### config.mk
export PLATFORM = sky130hd
export DESIGN_NAME = palp_port
export DESIGN_NICKNAME = d
export VERILOG_FILES = /design/src/rtl/palp_sync.v /design/src/rtl/palp_port.v
export VERILOG_INCLUDE_DIRS = /design/src /design/src/shared
export SDC_FILE = /design/constraint.sdc
export NUM_CORES = 1
export LEC_CHECK = 0
export ABC_AREA = 1
export BUFFER_PORTS_ARGS = -buffer_cell sky130_fd_sc_hd__buf_2
export CAP_MARGIN = 20
export CORE_ASPECT_RATIO = 1.25
export CORE_MARGIN = 1
export CORE_UTILIZATION = 40
export CTS_CLUSTER_SIZE = 28
export DETAILED_ROUTE_END_ITERATION = 8
export PLACE_DENSITY = 0.71
export REMOVE_ABC_BUFFERS = 1
export SLEW_MARGIN = 20
export SYNTH_ARGS = -nofsm -noshare
export SYNTH_HDL_FRONTEND = slang
export SYNTH_SLANG_ARGS = --single-unit
### constraint.sdc
create_clock -name mclk -period 2.45 [get_ports mclk]
set_clock_uncertainty 0.15 [all_clocks]
set_input_delay 0.245 -clock mclk [delete_from_list [all_inputs] [get_ports mclk]]
set_output_delay 0.245 -clock mclk [all_outputs]
set_load 0.03 [all_outputs]
### src/shared/palp_regs.vh
`ifndef PALP_REGS_VH
`define PALP_REGS_VH

// register byte offsets on the axi4-lite bus
`define PALP_OFF_PIN_VIEW 8'h00
`define PALP_OFF_LATCH 8'h04
`define PALP_OFF_PULLUP 8'h08
`define PALP_OFF_CTRL 8'h0c
`define PALP_OFF_STATUS 8'h10

// implemented bits of each writable register
`define PALP_LATCH_MASK 8'hdf
`define PALP_PULLUP_MASK 8'h20
`define PALP_CTRL_MASK 8'h01

// field positions
`define PALP_PIN5 5
`define PALP_CTRL_GLOBAL_OFF 0
`define PALP_STAT_EXT_RESET 8

// reset values
`define PALP_LATCH_RST 8'h00
`define PALP_PULLUP_RST 8'h20
`define PALP_CTRL_RST 8'h01

// axi response codes
`define PALP_RESP_OKAY 2'h0
`define PALP_RESP_SLVERR 2'h2

`endif

### src/rtl/palp_sync.v
`timescale 1ns/1ps

// two-stage synchroniser for levels from outside mclk
module palp_sync #(
	parameter WIDTH = 8
) (
	input wire mclk,
	input wire rstn,
	input wire [WIDTH-1:0] asyncIn,
	output wire [WIDTH-1:0] syncOut
);

	reg [WIDTH-1:0] meta_q; // first stage, read only by second
	reg [WIDTH-1:0] sync_q; // second stage, safe to use

	// both stages clear on reset, shift on every edge
	always @(posedge mclk or negedge rstn) begin
		if (!rstn) begin
			meta_q <= {WIDTH{1'b0}};
			sync_q <= {WIDTH{1'b0}};
		end else begin
			meta_q <= asyncIn;
			sync_q <= meta_q;
		end
	end

	assign syncOut = sync_q;

endmodule

### src/rtl/palp_port.v
`timescale 1ns/1ps
`include "palp_regs.vh"

// Function
// (RQ1) pin data writes go to latch
// (RQ2) pin data reads return live pins
// (RQ3) latch holds bits 7:6,4:0; bit5 zero
// (RQ4) reset pin off: bit5 controls pin5 pull-up
// (RQ5) reset pin on: pin5 pull-up on unless pin5 is output
// (RQ6) global disable blocks individual pull-ups
// (RQ7) output pins never get pull-up
// (RQ8) pull-up register: bit5 only, resets one
// (RQ9) direction input gates pull-up and output enables
module palp_port #(
	parameter ADDR_W = 8
) (
	input wire mclk,
	input wire rstn,
	input wire [ADDR_W-1:0] s_axi_awaddr,
	input wire s_axi_awvalid,
	output wire s_axi_awready,
	input wire [31:0] s_axi_wdata,
	input wire [3:0] s_axi_wstrb,
	input wire s_axi_wvalid,
	output wire s_axi_wready,
	output wire [1:0] s_axi_bresp,
	output wire s_axi_bvalid,
	input wire s_axi_bready,
	input wire [ADDR_W-1:0] s_axi_araddr,
	input wire s_axi_arvalid,
	output wire s_axi_arready,
	output wire [31:0] s_axi_rdata,
	output wire [1:0] s_axi_rresp,
	output wire s_axi_rvalid,
	input wire s_axi_rready,
	input wire [7:0] pinIn,
	output wire [7:0] pinOut,
	output wire [7:0] pinOe,
	output wire [7:0] pinPullup,
	input wire [7:0] pinDirOutput,
	input wire extResetPinEnable
);

	////////////////////////////////////////////////////////////////
	// register index codes
	////////////////////////////////////////////////////////////////

	localparam [2:0] IDX_PIN_VIEW = 3'h0; // pin view / latch alias
	localparam [2:0] IDX_LATCH = 3'h1; // output latch
	localparam [2:0] IDX_PULLUP = 3'h2; // pull-up enable
	localparam [2:0] IDX_CTRL = 3'h3; // global pull-up off
	localparam [2:0] IDX_STATUS = 3'h4; // effective pull-ups
	localparam [2:0] IDX_NONE = 3'h7; // unmapped

	////////////////////////////////////////////////////////////////
	// functions
	////////////////////////////////////////////////////////////////

	// address to register index, unmapped gives IDX_NONE
	function [2:0] decodeIdx;
		input [ADDR_W-1:0] addr;
		begin
			if (addr == `PALP_OFF_PIN_VIEW) begin
				decodeIdx = IDX_PIN_VIEW;
			end else if (addr == `PALP_OFF_LATCH) begin
				decodeIdx = IDX_LATCH;
			end else if (addr == `PALP_OFF_PULLUP) begin
				decodeIdx = IDX_PULLUP;
			end else if (addr == `PALP_OFF_CTRL) begin
				decodeIdx = IDX_CTRL;
			end else if (addr == `PALP_OFF_STATUS) begin
				decodeIdx = IDX_STATUS;
			end else begin
				decodeIdx = IDX_NONE;
			end
		end
	endfunction

	////////////////////////////////////////////////////////////////
	// state
	////////////////////////////////////////////////////////////////

	reg [7:0] outputLatchReg_q; // output latch
	reg [7:0] pullupEnableReg_q; // pull-up enable, bit5 only
	reg globalPullupOff_q; // global pull-up disable
	reg awHeld_q; // write address captured
	reg [ADDR_W-1:0] awAddr_q; // captured write address
	reg wHeld_q; // write data captured
	reg [7:0] wData_q; // captured write byte
	reg wLane_q; // captured byte-0 strobe
	reg bvalid_q; // write response pending
	reg [1:0] bresp_q; // write response code
	reg rvalid_q; // read response pending
	reg [31:0] rdata_q; // read data
	reg [1:0] rresp_q; // read response code
	reg [7:0] pinPullup_q; // registered pull-up drive

	wire [7:0] pinLevel; // synchronised pin levels
	wire extResetSync; // synchronised reset-pin config

	////////////////////////////////////////////////////////////////
	// input synchronisers
	////////////////////////////////////////////////////////////////

	// pins come from the board, so two flops first
	palp_sync #(
		.WIDTH(8)
	) pinSyncInst (
		.mclk(mclk),
		.rstn(rstn),
		.asyncIn(pinIn),
		.syncOut(pinLevel)
	);

	// configuration level is static but still crosses in
	palp_sync #(
		.WIDTH(1)
	) cfgSyncInst (
		.mclk(mclk),
		.rstn(rstn),
		.asyncIn(extResetPinEnable),
		.syncOut(extResetSync)
	);

	////////////////////////////////////////////////////////////////
	// write channel handshake
	////////////////////////////////////////////////////////////////

	wire awFire; // address taken this edge
	wire wFire; // data taken this edge
	wire doWrite; // both halves present
	wire [ADDR_W-1:0] wrAddr; // effective write address
	wire [7:0] wrByte; // effective write byte
	wire wrLane; // effective byte-0 strobe
	wire [2:0] wrIdx; // decoded write target

	// ready drops once a half is held or response waits
	assign s_axi_awready = ~awHeld_q & ~bvalid_q;
	assign s_axi_wready = ~wHeld_q & ~bvalid_q;
	assign awFire = s_axi_awvalid & s_axi_awready;
	assign wFire = s_axi_wvalid & s_axi_wready;
	assign doWrite = (awFire | awHeld_q) & (wFire | wHeld_q);
	assign wrAddr = awHeld_q ? awAddr_q : s_axi_awaddr;
	assign wrByte = wHeld_q ? wData_q : s_axi_wdata[7:0];
	assign wrLane = wHeld_q ? wLane_q : s_axi_wstrb[0];
	assign wrIdx = decodeIdx(wrAddr);

	// hold whichever half arrives first, answer once both are in
	always @(posedge mclk or negedge rstn) begin
		if (!rstn) begin
			awHeld_q <= 1'b0;
			awAddr_q <= {ADDR_W{1'b0}};
			wHeld_q <= 1'b0;
			wData_q <= 8'h00;
			wLane_q <= 1'b0;
			bvalid_q <= 1'b0;
			bresp_q <= `PALP_RESP_OKAY;
		end else begin
			if (doWrite) begin
				// both halves complete: release and respond
				awHeld_q <= 1'b0;
				wHeld_q <= 1'b0;
				bvalid_q <= 1'b1;
				bresp_q <= (wrIdx == IDX_NONE) ? `PALP_RESP_SLVERR : `PALP_RESP_OKAY;
			end else begin
				// park a lone half until its partner comes
				if (awFire) begin
					awHeld_q <= 1'b1;
					awAddr_q <= s_axi_awaddr;
				end
				if (wFire) begin
					wHeld_q <= 1'b1;
					wData_q <= s_axi_wdata[7:0];
					wLane_q <= s_axi_wstrb[0];
				end
				if (bvalid_q && s_axi_bready) begin
					bvalid_q <= 1'b0;
				end
			end
		end
	end

	assign s_axi_bvalid = bvalid_q;
	assign s_axi_bresp = bresp_q;

	////////////////////////////////////////////////////////////////
	// software registers
	////////////////////////////////////////////////////////////////

	// writes land on byte lane 0; unimplemented bits stay zero
	always @(posedge mclk or negedge rstn) begin
		if (!rstn) begin
			outputLatchReg_q <= `PALP_LATCH_RST;
			pullupEnableReg_q <= `PALP_PULLUP_RST; // RQ8
			globalPullupOff_q <= 1'b1;
		end else if (doWrite && wrLane) begin
			if (wrIdx == IDX_PIN_VIEW) begin
				// pin data writes never touch pins directly
				outputLatchReg_q <= wrByte & `PALP_LATCH_MASK; // RQ1 RQ3
			end else if (wrIdx == IDX_LATCH) begin
				outputLatchReg_q <= wrByte & `PALP_LATCH_MASK; // RQ3
			end else if (wrIdx == IDX_PULLUP) begin
				pullupEnableReg_q <= wrByte & `PALP_PULLUP_MASK; // RQ8
			end else if (wrIdx == IDX_CTRL) begin
				globalPullupOff_q <= wrByte[`PALP_CTRL_GLOBAL_OFF];
			end
		end
	end

	////////////////////////////////////////////////////////////////
	// pull-up control
	////////////////////////////////////////////////////////////////

	reg [7:0] pinPullup_d; // combinational pull-up request

	// only pin5 has a pull-up; config, global bit and direction gate it
	always @* begin
		pinPullup_d = 8'h00;
		if (pinDirOutput[`PALP_PIN5]) begin
			// driven pin: pull-up forced off
			pinPullup_d[`PALP_PIN5] = 1'b0; // RQ7 RQ9
		end else if (extResetSync) begin
			// reset function owns pin5: pull-up always on
			pinPullup_d[`PALP_PIN5] = 1'b1; // RQ5
		end else if (!globalPullupOff_q) begin
			// software bit decides
			pinPullup_d[`PALP_PIN5] = pullupEnableReg_q[`PALP_PIN5]; // RQ4 RQ6
		end
	end

	// register the pull-up drive so the pad sees clean levels
	always @(posedge mclk or negedge rstn) begin
		if (!rstn) begin
			pinPullup_q <= 8'h00;
		end else begin
			pinPullup_q <= pinPullup_d;
		end
	end

	assign pinPullup = pinPullup_q;

	////////////////////////////////////////////////////////////////
	// pin drive
	////////////////////////////////////////////////////////////////

	// latch drives pins; pin5 has no latch so never drives
	assign pinOut = outputLatchReg_q;
	assign pinOe = pinDirOutput & `PALP_LATCH_MASK;

	////////////////////////////////////////////////////////////////
	// read channel
	////////////////////////////////////////////////////////////////

	wire arFire; // read address taken
	wire [2:0] rdIdx; // decoded read target
	reg [31:0] rdMux; // selected read value

	assign s_axi_arready = ~rvalid_q;
	assign arFire = s_axi_arvalid & s_axi_arready;
	assign rdIdx = decodeIdx(s_axi_araddr);

	// select the read value; narrow registers sit in low bits
	always @* begin
		rdMux = 32'h00000000;
		if (rdIdx == IDX_PIN_VIEW) begin
			rdMux[7:0] = pinLevel; // RQ2
		end else if (rdIdx == IDX_LATCH) begin
			rdMux[7:0] = outputLatchReg_q; // RQ3
		end else if (rdIdx == IDX_PULLUP) begin
			rdMux[7:0] = pullupEnableReg_q; // RQ8
		end else if (rdIdx == IDX_CTRL) begin
			rdMux[`PALP_CTRL_GLOBAL_OFF] = globalPullupOff_q;
		end else if (rdIdx == IDX_STATUS) begin
			rdMux[7:0] = pinPullup_q;
			rdMux[`PALP_STAT_EXT_RESET] = extResetSync;
		end
	end

	// one read at a time; data held until rready
	always @(posedge mclk or negedge rstn) begin
		if (!rstn) begin
			rvalid_q <= 1'b0;
			rdata_q <= 32'h00000000;
			rresp_q <= `PALP_RESP_OKAY;
		end else if (arFire) begin
			rvalid_q <= 1'b1;
			rdata_q <= rdMux;
			rresp_q <= (rdIdx == IDX_NONE) ? `PALP_RESP_SLVERR : `PALP_RESP_OKAY;
		end else if (rvalid_q && s_axi_rready) begin
			rvalid_q <= 1'b0;
		end
	end

	assign s_axi_rvalid = rvalid_q;
	assign s_axi_rdata = rdata_q;
	assign s_axi_rresp = rresp_q;

endmodule

Word-level counts from Yosys, hierarchy flattened
Cells that the tools add are included.
Widths: inputs -> output; s select.
{"block": "word_totals", "register_bits": 63, "latchBits": 0, "ram_bits": 0, "mem_bits_ro": 0, "inputBits": 76, "output_inout_bits": 65, "wordCells": 105, "memories": 0}
{"block": "op_classes", "n_addsub": 0, "multipliers": 0, "n_div": 0, "n_lt_le_gt_ge": 0, "n_eq_ne": 17, "n_shift": 0, "muxes": 37, "bitwise_logic": 16, "reduce_logical": 17}
{"cell": "$mux 8", "n": 8}
{"cell": "$eq 8x4->1 const B", "n": 4}
{"cell": "$mux 3", "n": 8}
{"cell": "$eq 8x3->1 const B", "n": 2}
{"cell": "$eq 8x5->1 const B", "n": 2}
{"cell": "$logic_not 8->1", "n": 2}
{"cell": "$mux 1", "n": 16}
{"cell": "$eq 3x2->1 const B", "n": 4}
{"cell": "$reduce_bool 2->1", "n": 5}
{"cell": "$eq 3x3->1 const B", "n": 3}
{"cell": "$mux 9", "n": 1}
{"cell": "$mux 2", "n": 4}
{"cell": "$not 1->1", "n": 8}
{"cell": "$and 1x1->1", "n": 6}
{"cell": "$eq 3x1->1 const B", "n": 2}
{"cell": "$logic_not 3->1", "n": 2}
{"cell": "$reduce_and 2->1", "n": 3}
{"cell": "$reduce_and 5->1", "n": 1}
{"cell": "$reduce_and 4->1", "n": 1}
{"cell": "$logic_and 1x1->1", "n": 3}
{"cell": "$or 1x1->1", "n": 2}

Logic depth before layout (Yosys ltp)
Gate-level depths: netlist of the first run.
{"block": "depth", "word_depth": 12, "mapped_depth": 12, "depth_no_buf": 11}

Hierarchy
Synthesis of the first run repeated with hierarchy kept, for this count alone.
{"block": "hier_totals", "cells_unflattened": 378, "area_unflattened_um2": 3024.2}
{"mod": "palp_port", "n_inst": 1, "cells_per_inst": 360, "area_per_inst_um2": 2573.7, "seq_area_each_um2": 1053.5}
{"mod": "palp_sync at pinSyncInst", "n_inst": 1, "cells_per_inst": 16, "area_per_inst_um2": 400.4, "seq_area_each_um2": 400.4}
{"mod": "palp_sync at cfgSyncInst", "n_inst": 1, "cells_per_inst": 2, "area_per_inst_um2": 50.0, "seq_area_each_um2": 50.0}

Least setup slack after synthesis of the first run
OpenSTA, ideal clock, no wires.
{"block": "synth_timing", "path_kind": "register -> register", "start": "reg bvalid_q, in the netlist s_axi_bvalid", "end": "reg awAddr_q[4]", "setup_time_ps": 128, "arrival_ps": 1744, "required_ps": 2172, "path_slack_ps": 428, "path_stages_with_launch": 5, "path_buffers": 1, "period_less_slack_ps": 2022, "path_cell_list": "dfrtp_1 nor2_1 nand3_1 buf_2 mux2_1"}
{"block": "synth_via", "elab_chain_cells": 7, "elab_cells_between_ends": 10, "classes_between": "9 x bitwise; 1 x reduce/logical"}
{"item": "from (decl)", "line": "palp_port.v:91", "text": "reg bvalid_q;"}
{"item": "from (signal assigned)", "line": "palp_port.v:156", "text": "bvalid_q <= 1'b0;"}
{"item": "from (signal assigned)", "line": "palp_port.v:163", "text": "bvalid_q <= 1'b1;"}
{"item": "from (signal assigned)", "line": "palp_port.v:177", "text": "bvalid_q <= 1'b0;"}
{"item": "$not 1->1 (*)", "line": "palp_port.v:138", "text": "assign s_axi_awready = ~awHeld_q & ~bvalid_q;"}
{"item": "$and 1x1->1 (*)", "line": "palp_port.v:138"}
{"item": "named net s_axi_awready", "line": "palp_port.v:21", "text": "output wire s_axi_awready,"}
{"item": "$and 1x1->1 (*)", "line": "palp_port.v:140", "text": "assign awFire = s_axi_awvalid & s_axi_awready;"}
{"item": "$or 1x1->1", "line": "palp_port.v:142", "text": "assign doWrite = (awFire | awHeld_q) & (wFire | wHeld_q);"}
{"item": "$and 1x1->1", "line": "palp_port.v:142"}
{"item": "$not 1->1 (no source line)"}
{"item": "$reduce_and 2->1 (no source line) (*)"}
{"item": "to (signal assigned)", "line": "palp_port.v:152", "text": "awAddr_q <= {ADDR_W{1'b0}};"}
{"item": "to (signal assigned)", "line": "palp_port.v:169", "text": "awAddr_q <= s_axi_awaddr;"}
{"item": "to (decl)", "line": "palp_port.v:87", "text": "reg [ADDR_W-1:0] awAddr_q;"}
The timed path passes the listed nets; every way through them passes the cells marked *.
A chain may end at the register's enable or synchronous reset.

Worst setup path in the final report of the first run
{"block": "layout_timing", "start": "reg wHeld_q", "end": "reg awAddr_q[3]"}
{"block": "layout_via", "elab_chain_cells": 7}
{"item": "from (decl)", "line": "palp_port.v:88", "text": "reg wHeld_q;"}
{"item": "from (signal assigned)", "line": "palp_port.v:153", "text": "wHeld_q <= 1'b0;"}
{"item": "from (signal assigned)", "line": "palp_port.v:162", "text": "wHeld_q <= 1'b0;"}
{"item": "from (signal assigned)", "line": "palp_port.v:172", "text": "wHeld_q <= 1'b1;"}
{"item": "$not 1->1", "line": "palp_port.v:139", "text": "assign s_axi_wready = ~wHeld_q & ~bvalid_q;"}
{"item": "$and 1x1->1", "line": "palp_port.v:139"}
{"item": "$and 1x1->1", "line": "palp_port.v:141", "text": "assign wFire = s_axi_wvalid & s_axi_wready;"}
{"item": "$or 1x1->1 (*)", "line": "palp_port.v:142"}
{"item": "$and 1x1->1 (*)", "line": "palp_port.v:142"}
{"item": "$not 1->1 (no source line) (*)"}
{"item": "$reduce_and 2->1 (no source line) (*)"}
Every way passes the cells marked *; elsewhere a longest branch is shown, timed or not.

==> run metrics, run 1 <==
ys flop type dfrtp_1; crit path from wHeld_q; Worst Max-Slew Pin Slew 0.740 ns; total wire length 5.65 mm; crit path max fanout 16; largest family of logic cells by synthesized area simple AND/OR/NAND/NOR gates; Final setup viols 0; pin count of the biggest net entering global routing 61; starting density of the core 41.4%; Core Region 6930 um^2; Worst Hold Class input pin to register; HP Start s_axi_wdata[0]; detailed-route DRC error count 0; drt wl/cell 11.5 um; flops & latches, synth 60; top-count cell post-synth dfrtp_1; yosys warns 0; antenna-violating nets left 0; CP required 2.52 ns; GRT Util Overall 16.4%; initial antenna violation count 0; Setup TNS Final 0 ns; CP endpoint kind register; vias 2171; asr flop ratio synth 100%; die area 7530 um^2; Mapped Area 2870 um^2; Worst VDD drop 524 uV; synthesized instance count 320; Synth Area in Compound Gates 11.3%; PwrDens 967 nW/um^2; Antenna Cells 0; CP Launch Type register; CTS Buffer Depth 2; Yosys cell types 31; Adder-Cell Fraction of Synth Area 0%; dpl hpwl 4.03 mm; clock sink total 60; first-pass GRT wire length 9.16 mm; Via density 4.40; cell row count 34; fraction of layout cells with a size suffix above 1 27.3%; Seq/Total Area, Yosys 52.4%; CTS Root Cell clkbuf_8; fin crit period 1.95 ns; Hold WS 0.0270 ns; Max-Cap Viols 0; Placer Congestion 0.772; fin crit share 79.4%; Pre-antenna DRT Iters 4; unrepaired setup endpoints after global routing no; initial DRC count 115; status completed; Crit Path Class register to register; Buffers on Ports 65; largest cells by area after synthesis dfrtp_1, buf_4, nand2_1; post-synthesis mux area share 1.57%; H-tree levels 3; Max-slew headroom 50.7%; final hold viol count 0; P&R area growth vs syn 20.9%; die width 77.8 um; Final nets 474; f_max 514 MHz; vias in the first global route 2031; CTS Buf Count 9; leak pwr 1.81 nW; Worst-path clk slew 0.07 ns; Final Max Tran Viols 0; Synth top cells by count dfrtp_1, nand2_1, buf_4; area leader, netlist dfrtp_1; Die H 96.8 um; Clk Latency, worst-skew pair 0.34 ns; Simple-Gate Fraction of Synth Area 17.3%; reg2reg start wHeld_q; post-synthesis xor/xnor area fraction 0%; crit path DAT 2.02 ns; share of the synthesized area in the top cell type 50.5%; Post-Syn Area per Cell 8.98 um^2; io pins 141; GR Overflow Total 0; Post-synth EDFFs 0; CTS tree yes; Resize count post-CTS 0
## layout by cell type, fill, tap and decap left out, drive strengths merged
cell | synthesis | routed
o31ai | 2 | 2
mux2 | 4 | 4
dlygate4sd3 | 0 | 17
nand2 | 63 | 63
bufinv | 0 | 2
dfrtp | 58 | 58
inv | 36 | 36
clkbuf | 4 | 11
nand4 | 3 | 3
a21oi | 17 | 17
clkinv | 1 | 4
dfstp | 2 | 2
and2 | 1 | 1
conb | 1 | 34
nor2 | 31 | 31
buf | 45 | 66
o21ai | 30 | 30
nand3 | 12 | 12
nor3 | 4 | 4
a31oi | 6 | 6
## layer usage
layer	wire [um]	GRT usage (%)	up-vias
met2	2800	27.2	90
met5	0	0	-
li1	-	-	1093
met1	2320	18.1	978
met4	113	8.13	0
met3	410	6.32	10
## layout make-up
| type | count | area [um^2] |
|---|---|---|
| repair buffers | 83 | 503 |
| flip-flops and latches | 60 | 1500 |
| clock buffers | 11 | 141 |
| inverters | 37 | 141 |
| clock inverters | 5 | 75.1 |
| well taps | 90 | 113 |
| multi-input cells | 207 | 996 |
| fillers | 692 | 3460 |
## kinds of logic (layout without fill, tap and decap cells)
| family | count (synthesis) | after routing |
|---|---|---|
| other | 1 | 34 |
| DFF | 60 | 60 |
| and+or+nand+nor | 114 | 114 |
| AOI/OAI and AO/OA | 55 | 55 |
| muxes | 4 | 4 |
| buffers and inverters | 86 | 136 |
## critical path, cell delays in order (launching register included)
cell and delay, ns:
dfrtp_1 0.65, inv_2 0.12, o21ai_2 0.11, inv_1 0.08, nand3_1 0.33, mux2_2 0.39
## power breakdown
part | leakage [nW] | switching, W | internal, W | total, W
clock network | 0.113 | 0.000379 | 0.000595 | 0.000974
registers | 0.732 | 0.000169 | 0.00123 | 0.00140
logic | 0.968 | 0.000673 | 0.000317 | 0.000991
total | 1.81 | 0.00122 | 0.00214 | 0.00336
## metrics by stage
step / instance area (um^2) / instances / total power, W / util, % / setup slack, ns
2_1_floorplan: 2640 / 304 / 0.00211 / - / 0.356
3_3_place_gp: 3090 / 460 / 0.00235 / 44.5 / 0.559
3_5_place_dp: 3090 / 460 / 0.00239 / 44.5 / 0.527
4_1_cts: 3470 / 493 / 0.00340 / 50.1 / 0.511
5_1_grt: 3470 / 493 / 0.00358 / 50.1 / 0.339
6_report: 3470 / 493 / 0.00336 / 50.1 / 0.504
## flip-flops by register name, indices dropped and copies added (netlist names), 7 cells and up
register and cells:
wData_q 8, pinOut 7, s_axi_rdata 9, pinSyncInst.syncOut 8, awAddr_q 8, pinSyncInst.meta_q 8
## path summary, 6_finish.rpt
path,endpoint,slack (ns),cells past startpoint
hold / removal,wData_q[0],0.03,3
max in group asynchronous,pinSyncInst.meta_q[4],1.23,3
min in group asynchronous,awAddr_q[6],0.44,3
setup / recovery,awAddr_q[3],0.50,5
setup reg to reg,awAddr_q[3],0.50,5
hold reg to reg,pinSyncInst.syncOut[5],0.19,0
## what timing repair did
item / CTS / global route
hold buffers: 17 / 0
buffers inserted: 0 / 0
hold endpoints to repair: 74 / 0
(Power assumes the default switching activity.)
==> inputs of run 2 (changes only) <==
--- a/config.mk
+++ b/config.mk
@@ -14,7 +14,7 @@
 export CORE_UTILIZATION = 40
 export CTS_CLUSTER_SIZE = 28
 export DETAILED_ROUTE_END_ITERATION = 8
-export PLACE_DENSITY = 0.71
+export PLACE_DENSITY = 0.74
 export REMOVE_ABC_BUFFERS = 1
 export SLEW_MARGIN = 20
 export SYNTH_ARGS = -nofsm -noshare
==> constraint.sdc (replaced) <==
create_clock -name mclk -period 1.6 [get_ports mclk]
set_clock_uncertainty 0.15 [all_clocks]
set_input_delay 0.16 -clock mclk [delete_from_list [all_inputs] [get_ports mclk]]
set_output_delay 0.16 -clock mclk [all_outputs]
set_load 0.03 [all_outputs]
==> run 2 against run 1 <==
- final area increased by 11%
- cell count increased by 7.1%
- clock power increased by 21%
- flip-flop and latch count unchanged
==> run metrics, run 2 (same netlist as run 1, synthesis figures left out) <==
dpl hpwl 4.31 mm (was 4.03 mm); commonest cells after routing, fill and taps aside buf_2, dfrtp_1, nand2_1 (unchanged); Core Region 6930 um^2 (unchanged); vias 2374 (was 2171); placed insts 478 (was 460); crit path cell chain buf_4 > nand3_1 > nand2_2 > buf_4 > nand3_1 > nor2_2 > buf_4 > o31ai_4 (was inv_2 > o21ai_2 > inv_1 > nand3_1 > mux2_2); Clk Latency, worst-skew pair 0.34 ns (about the same); crit-path max cell delay 0.46 ns (was 0.65 ns); Crit Path Class register to register (unchanged); Hold WS 0.0353 ns (was 0.0270 ns); Antenna Cells 0 (unchanged); fin crit period 1.59 ns (was 1.95 ns); P&R area growth vs syn 34.3% (was 20.9%); CP Launch Type register (unchanged); Most common cell on crit path buf_4; Max-Cap Viols 0 (unchanged); CP endpoint kind register (unchanged); Via density 4.50 (was 4.40); slowest CP cell dfrtp_2 (was dfrtp_1); H-tree levels 3 (unchanged); Worst-path clk slew 0.07 ns (about the same); Final setup viols 0 (unchanged); crit path max fanout 6 (was 16); Final Max Tran Viols 0 (unchanged); final hold viol count 0 (unchanged); starting density of the core 41.4% (unchanged); Top delay family on crit path flip-flops (unchanged); detailed-route DRC error count 0 (unchanged); initial DRC count 157 (was 115); fin crit share 99.5% (was 79.4%); io pins 141 (unchanged); crit path DAT 1.70 ns (was 2.02 ns); cell row count 34 (unchanged); Die H 96.8 um (unchanged); Bufs and invs on worst path 3 (was 2); CP required 1.70 ns (was 2.52 ns); f_max 628 MHz (was 514 MHz); Pre-antenna DRT Iters 4 (unchanged); Placer Congestion 0.838 (was 0.772); status completed (unchanged); first-pass GRT wire length 9.66 mm (was 9.16 mm); Buffers on Ports 65 (unchanged); leak pwr 1.99 nW (was 1.81 nW); CTS Buffer Depth 2 (unchanged); GR Overflow Total 0 (unchanged); CTS tree yes (unchanged); Worst VDD drop 1060 uV (was 524 uV); pin count of the biggest net entering global routing 29 (was 61); CTS Buf Count 9 (unchanged); Final nets 509 (was 474); Post-Layout Cell Count 528 (was 493); clock sink total 60 (unchanged); PwrDens 1380 nW/um^2 (was 967 nW/um^2); fraction of layout cells with a size suffix above 1 34.5% (was 27.3%); antenna-violating nets left 0 (unchanged); vias in the first global route 2199 (was 2031); initial antenna violation count 0 (unchanged); total wire length 6.09 mm (was 5.65 mm); max reg flops 9 (unchanged); drt wl/cell 11.5 um (about the same); most common cell after layout, fill and taps aside buf_2 (unchanged); die area 7530 um^2 (unchanged); GRT Util Overall 16.9% (was 16.4%); Worst Hold Class input pin to register (unchanged); die width 77.8 um (unchanged); unrepaired setup endpoints after global routing yes (was no); CTS Root Cell clkbuf_8 (unchanged)
run 2: timing repair:
action                                  CTS  global route
pin swaps                                 0             5
cloned                                    0             1
gates resized for setup                   6            29
hold buffers                             30             0
endpoints found under the setup margin   20            22
setup buffers                             2             1
hold endpoints to repair                 68             0
run 2: final cells by class:
| cell class | count | area [um^2] |
|---|---|---|
| sequential | 60 | 1510 |
| clock buffer | 9 | 124 |
| inverter | 37 | 141 |
| timing repair buffer | 117 | 812 |
| fill | 639 | 3080 |
| clock inverter | 7 | 51.3 |
| tap | 90 | 113 |
| multi-input combinational | 208 | 1110 |
run 2: stage by stage:
stage	setup WS (ns)	setup TNS, ns	util, %	cell area (um^2)	total power (W)
final	0.00730	0	55.6	3860	0.00531
after global routing	-0.0744	-0.660	55.6	3860	0.00566
after CTS	-0.0000749	-0.0000749	54.0	3740	0.00517
after detailed placement	-0.174	-1.69	46.6	3230	0.00385
after global placement	-0.153	-1.34	46.6	3230	0.00378
after floorplan	-0.494	-6.34	-	2640	0.00322
run 2: path summary, 6_finish.rpt:
kind	startpoint	endpoint	slack (ns)	cells past startpoint
setup / recovery	awHeld_q	s_axi_bresp[1]	0.007	8
hold / removal	s_axi_araddr[4]	s_axi_rdata[8]	0.04	3
setup reg to reg	awHeld_q	s_axi_bresp[1]	0.007	8
hold reg to reg	pinSyncInst.meta_q[3]	pinSyncInst.syncOut[3]	0.19	0
max in group asynchronous	rstn	awHeld_q	0.54	3
min in group asynchronous	rstn	pinOut[0]	0.17	2
run 2: where the power goes:
part	internal (W)	total [W]	switching, W	leakage [nW]
clock network	0.000564	0.00118	0.000613	0.0856
registers	0.00188	0.00211	0.000226	0.729
logic	0.000788	0.00202	0.00123	1.17
run 2: metal layers:
layer / share of wire, % / vias to the layer above / global-route usage [%] / routed length, um
met5: 0 / - / 0 / 0
met4: 3.3 / 0 / 9.58 / 199
met3: 7.5 / 17 / 6.32 / 455
met2: 49 / 104 / 26.7 / 2950
met1: 41 / 1087 / 19.5 / 2480
li1: - / 1166 / - / -
run 2: worst reg2reg max path, stage by stage, from the launching register on:
cell and delay [ns]:
dfrtp_2 0.46, buf_4 0.16, nand3_1 0.08, nand2_2 0.06
buf_4 0.13, nand3_1 0.07, nor2_2 0.06, buf_4 0.13
o31ai_4 0.19
==> inputs of run 3 (changes only) <==
--- a/config.mk
+++ b/config.mk
@@ -6,15 +6,13 @@
 export SDC_FILE = /design/constraint.sdc
 export NUM_CORES = 1
 export LEC_CHECK = 0
-export ABC_AREA = 1
 export BUFFER_PORTS_ARGS = -buffer_cell sky130_fd_sc_hd__buf_2
-export CAP_MARGIN = 20
 export CORE_ASPECT_RATIO = 1.25
 export CORE_MARGIN = 1
 export CORE_UTILIZATION = 40
 export CTS_CLUSTER_SIZE = 28
 export DETAILED_ROUTE_END_ITERATION = 8
-export PLACE_DENSITY = 0.74
+export PLACE_DENSITY = 0.75
 export REMOVE_ABC_BUFFERS = 1
 export SLEW_MARGIN = 20
 export SYNTH_ARGS = -nofsm -noshare
==> constraint.sdc (replaced) <==
create_clock -name mclk -period 1.6 [get_ports mclk]
set_clock_uncertainty 0.15 [all_clocks]
set_input_delay 0.24 -clock mclk [delete_from_list [all_inputs] [get_ports mclk]]
set_output_delay 0.24 -clock mclk [all_outputs]
set_load 0.03 [all_outputs]
==> run 3 against run 2 <==
- the flow now finishes with violations (negative setup slack)
- via count fell by 19%
- cell count down 20%
- first-iteration DRC count decreased by 50%
- fmax fell by 17%
- global-route usage is 0.29 points lower
- setup slack worse by 0.34 ns
- synthesized cell count decreased by 31%
- total power is 0.88% lower
- critical path depth shrank 2
- clock-buffer cell count is 1 higher
- register-to-register slack worse by 0.34 ns
- sequential power about the same
==> run metrics, run 3 <==
CTS tree yes (unchanged); clock share of power 21.9% (was 22.2%); fin crit share 120% (was 99.5%); CTS Buf Count 9 (unchanged); initial DRC count 79 (was 157); Post-Layout Cell Count 423 (was 528); CP Launch Type register (unchanged); M3 GR Usage 6.86% (was 6.32%); Internal Power 0.00343 W (was 0.00323 W); CTS Buffer Depth 2 (unchanged); status complete, but fails checks (was completed); Post-Syn Area per Cell 12.5 um^2 (was 8.98 um^2); cell row count 33 (was 34); flops & latches, synth 60 (unchanged); CTS Root Cell clkbuf_8 (unchanged); fin crit period 1.93 ns (was 1.59 ns); Final nets 407 (was 509); vias 1917 (was 2374); first-pass GRT wire length 8.95 mm (was 9.66 mm); failing checks negative setup slack; Buffers on Ports 65 (unchanged); die area 7200 um^2 (was 7530 um^2); GRT Util Overall 16.6% (was 16.9%); max reg flops 9 (unchanged); detailed-route DRC error count 0 (unchanged); placed insts 381 (was 478); fraction of layout cells with a size suffix above 1 47.6% (was 34.5%); vias in the first global route 1899 (was 2199); Final setup viols 27 (was 0); yosys warns 0 (unchanged); top-count cell post-synth dfrtp_1 (unchanged); final hold viol count 0 (unchanged); Logic pwr share 37.7% (was 38.1%); Mapped Area 2740 um^2 (was 2870 um^2); Post-synth EDFFs 0 (unchanged); clock sink total 60 (unchanged); Via density 4.53 (was 4.50); Placer Congestion 0.807 (was 0.838); Final Max Tran Viols 0 (unchanged); pre-CTS WS -0.476 ns (was -0.174 ns); Pre-antenna DRT Iters 4 (unchanged); Hold WS 0.0191 ns (was 0.0353 ns); Worst-path clk slew 0.07 ns (about the same); Top Usage Layer GRT met2 (unchanged); ys flop type dfrtp_1 (unchanged); Clk Latency, worst-skew pair 0.33 ns (was 0.34 ns); filler cell count 558 (was 639); largest cells by area after synthesis dfrtp_1, mux2_2, buf_4 (was dfrtp_1, buf_4, nand2_1); asr flop ratio synth 100% (unchanged); CP required 1.70 ns (about the same); CP endpoint kind register (unchanged); total wire length 5.59 mm (was 6.09 mm); fin util 56.0% (was 55.6%); commonest cells after routing, fill and taps aside buf_2, dfrtp_1, conb_1 (was buf_2, dfrtp_1, nand2_1); Total Power 0.00526 W (was 0.00531 W); unrepaired setup endpoints after global routing yes (unchanged); met2 Use GR 28.4% (was 26.7%); switching portion of total power 34.7% (was 39.0%); synthesized instance count 220 (was 320); crit path DAT 2.03 ns (was 1.70 ns); dpl hpwl 3.83 mm (was 4.31 mm); most common cell after layout, fill and taps aside buf_2 (unchanged); antenna-violating nets left 0 (unchanged); Die H 94.6 um (was 96.8 um); f_max 519 MHz (was 628 MHz); Yosys cell types 32 (was 31); starting density of the core 41.5% (was 41.4%); Worst VDD drop 702 uV (was 1060 uV); fin worst setup slack -0.328 ns (was 0.00730 ns); crit path max fanout 3 (was 6); Worst Hold Class input pin to register (unchanged); global-route met1 utilization 18.2% (was 19.5%); drt wl/cell 13.2 um (was 11.5 um); area leader, netlist dfrtp_1 (unchanged); Core Region 6610 um^2 (was 6930 um^2); GR Overflow Total 0 (unchanged); io pins 141 (unchanged); Crit Path Class register to register (unchanged); Antenna Cells 0 (unchanged); Synth top cells by count dfrtp_1, buf_4, mux2_2 (was dfrtp_1, nand2_1, buf_4); H-tree levels 3 (unchanged); Seq/Total Area, Yosys 54.8% (was 52.4%); pin count of the biggest net entering global routing 61 (was 29); leak pwr 1.82 nW (was 1.99 nW); PwrDens 1420 nW/um^2 (was 1380 nW/um^2); initial antenna violation count 0 (unchanged); part of the power in registers 40.5% (was 39.7%); Net Sw Power 0.00183 W (was 0.00207 W); P&R area growth vs syn 34.9% (was 34.3%); Max-Cap Viols 0 (unchanged); die width 76.1 um (was 77.8 um); share of the synthesized area in the top cell type 52.9% (was 50.5%)
-- run 3: changes by cell type in the layout (fill, tap and decap cells not counted), moves of 10 or more --
cell,delta
nand2_1,-39
inv_1,-28
mux2_2,+23
a21oi_1,-15
nor2_1,-14
mux2_4,+11
dlygate4sd3_1,-10
o21ai_2,-10
-- run 3: cells by family after synthesis --
logic type / Yosys count / synth area share, %
compound gates: 24 / 5.61
buf+inv: 49 / 12.9
flops: 60 / 54.8
mux: 45 / 18.1
other cells: 1 / 0.137
simple gates: 41 / 8.48
-- run 3: metrics by stage --
step,setup TNS [ns],area (um^2)
after floorplan,-7.59,2530
after global placement,-5.19,3130
after detailed placement,-7.49,3130
after CTS,-4.53,3670
after global routing,-6.43,3700
final,-4.73,3700
-- run 3: path summary, 6_finish.rpt --
| path | startpoint | depth (start not counted) | endpoint | slack [ns] |
|---|---|---|---|---|
| max | awHeld_q | 6 | pullupEnableReg_q[5] | -0.33 |
| min | s_axi_wdata[0] | 2 | wData_q[0] | 0.02 |
| max reg2reg | awHeld_q | 6 | pullupEnableReg_q[5] | -0.33 |
| min reg2reg | pinSyncInst.meta_q[5] | 0 | pinSyncInst.syncOut[5] | 0.20 |
| max in group asynchronous | rstn | 3 | pullupEnableReg_q[5] | 0.71 |
| min in group asynchronous | rstn | 3 | cfgSyncInst.meta_q | 0.28 |
-- run 3: cell type report --
type / count / area (um^2) / area share (%)
clock buffers: 10 / 128 / 3.45
clock inverters: 6 / 41.3 / 1.12
inverters: 4 / 15.0 / 0.406
multi-input cells: 144 / 1120 / 30.3
flip-flops and latches: 60 / 1500 / 40.6
well taps: 87 / 109 / 2.94
repair buffers: 112 / 783 / 21.2
-- run 3: power by group through the flow --
stage	logic, W	registers [W]	clock network [W]
2_1_floorplan	0.000832	0.00228	0
3_3_place_gp	0.00156	0.00211	0
3_5_place_dp	0.00160	0.00213	0
4_1_cts	0.00195	0.00211	0.00119
5_1_grt	0.00213	0.00217	0.00126
6_report	0.00198	0.00213	0.00115
-- run 3: what timing repair did --
action                                  4_1_cts  5_1_grt
setup buffers                                 6        1
pin swaps                                     8        1
hold endpoints to repair                     77        0
hold buffers                                 20        0
endpoints found under the setup margin       29       35
gates resized for setup                      32        6
-- run 3: metal layers --
metal  part of all wire (%)  up-vias
met1                     40      922
li1                       -      909
met4                    1.9        0
met2                     51       77
met3                    6.9        9
met5                      0        -
-- run 3: worst max-delay path, cell delays in order, from the launching register on --
cell and delay, ns:
dfrtp_1 0.37, buf_6 0.12, mux2i_1 0.20, o211ai_1 0.20, buf_4 0.20, nor4_4 0.28, mux2_4 0.32
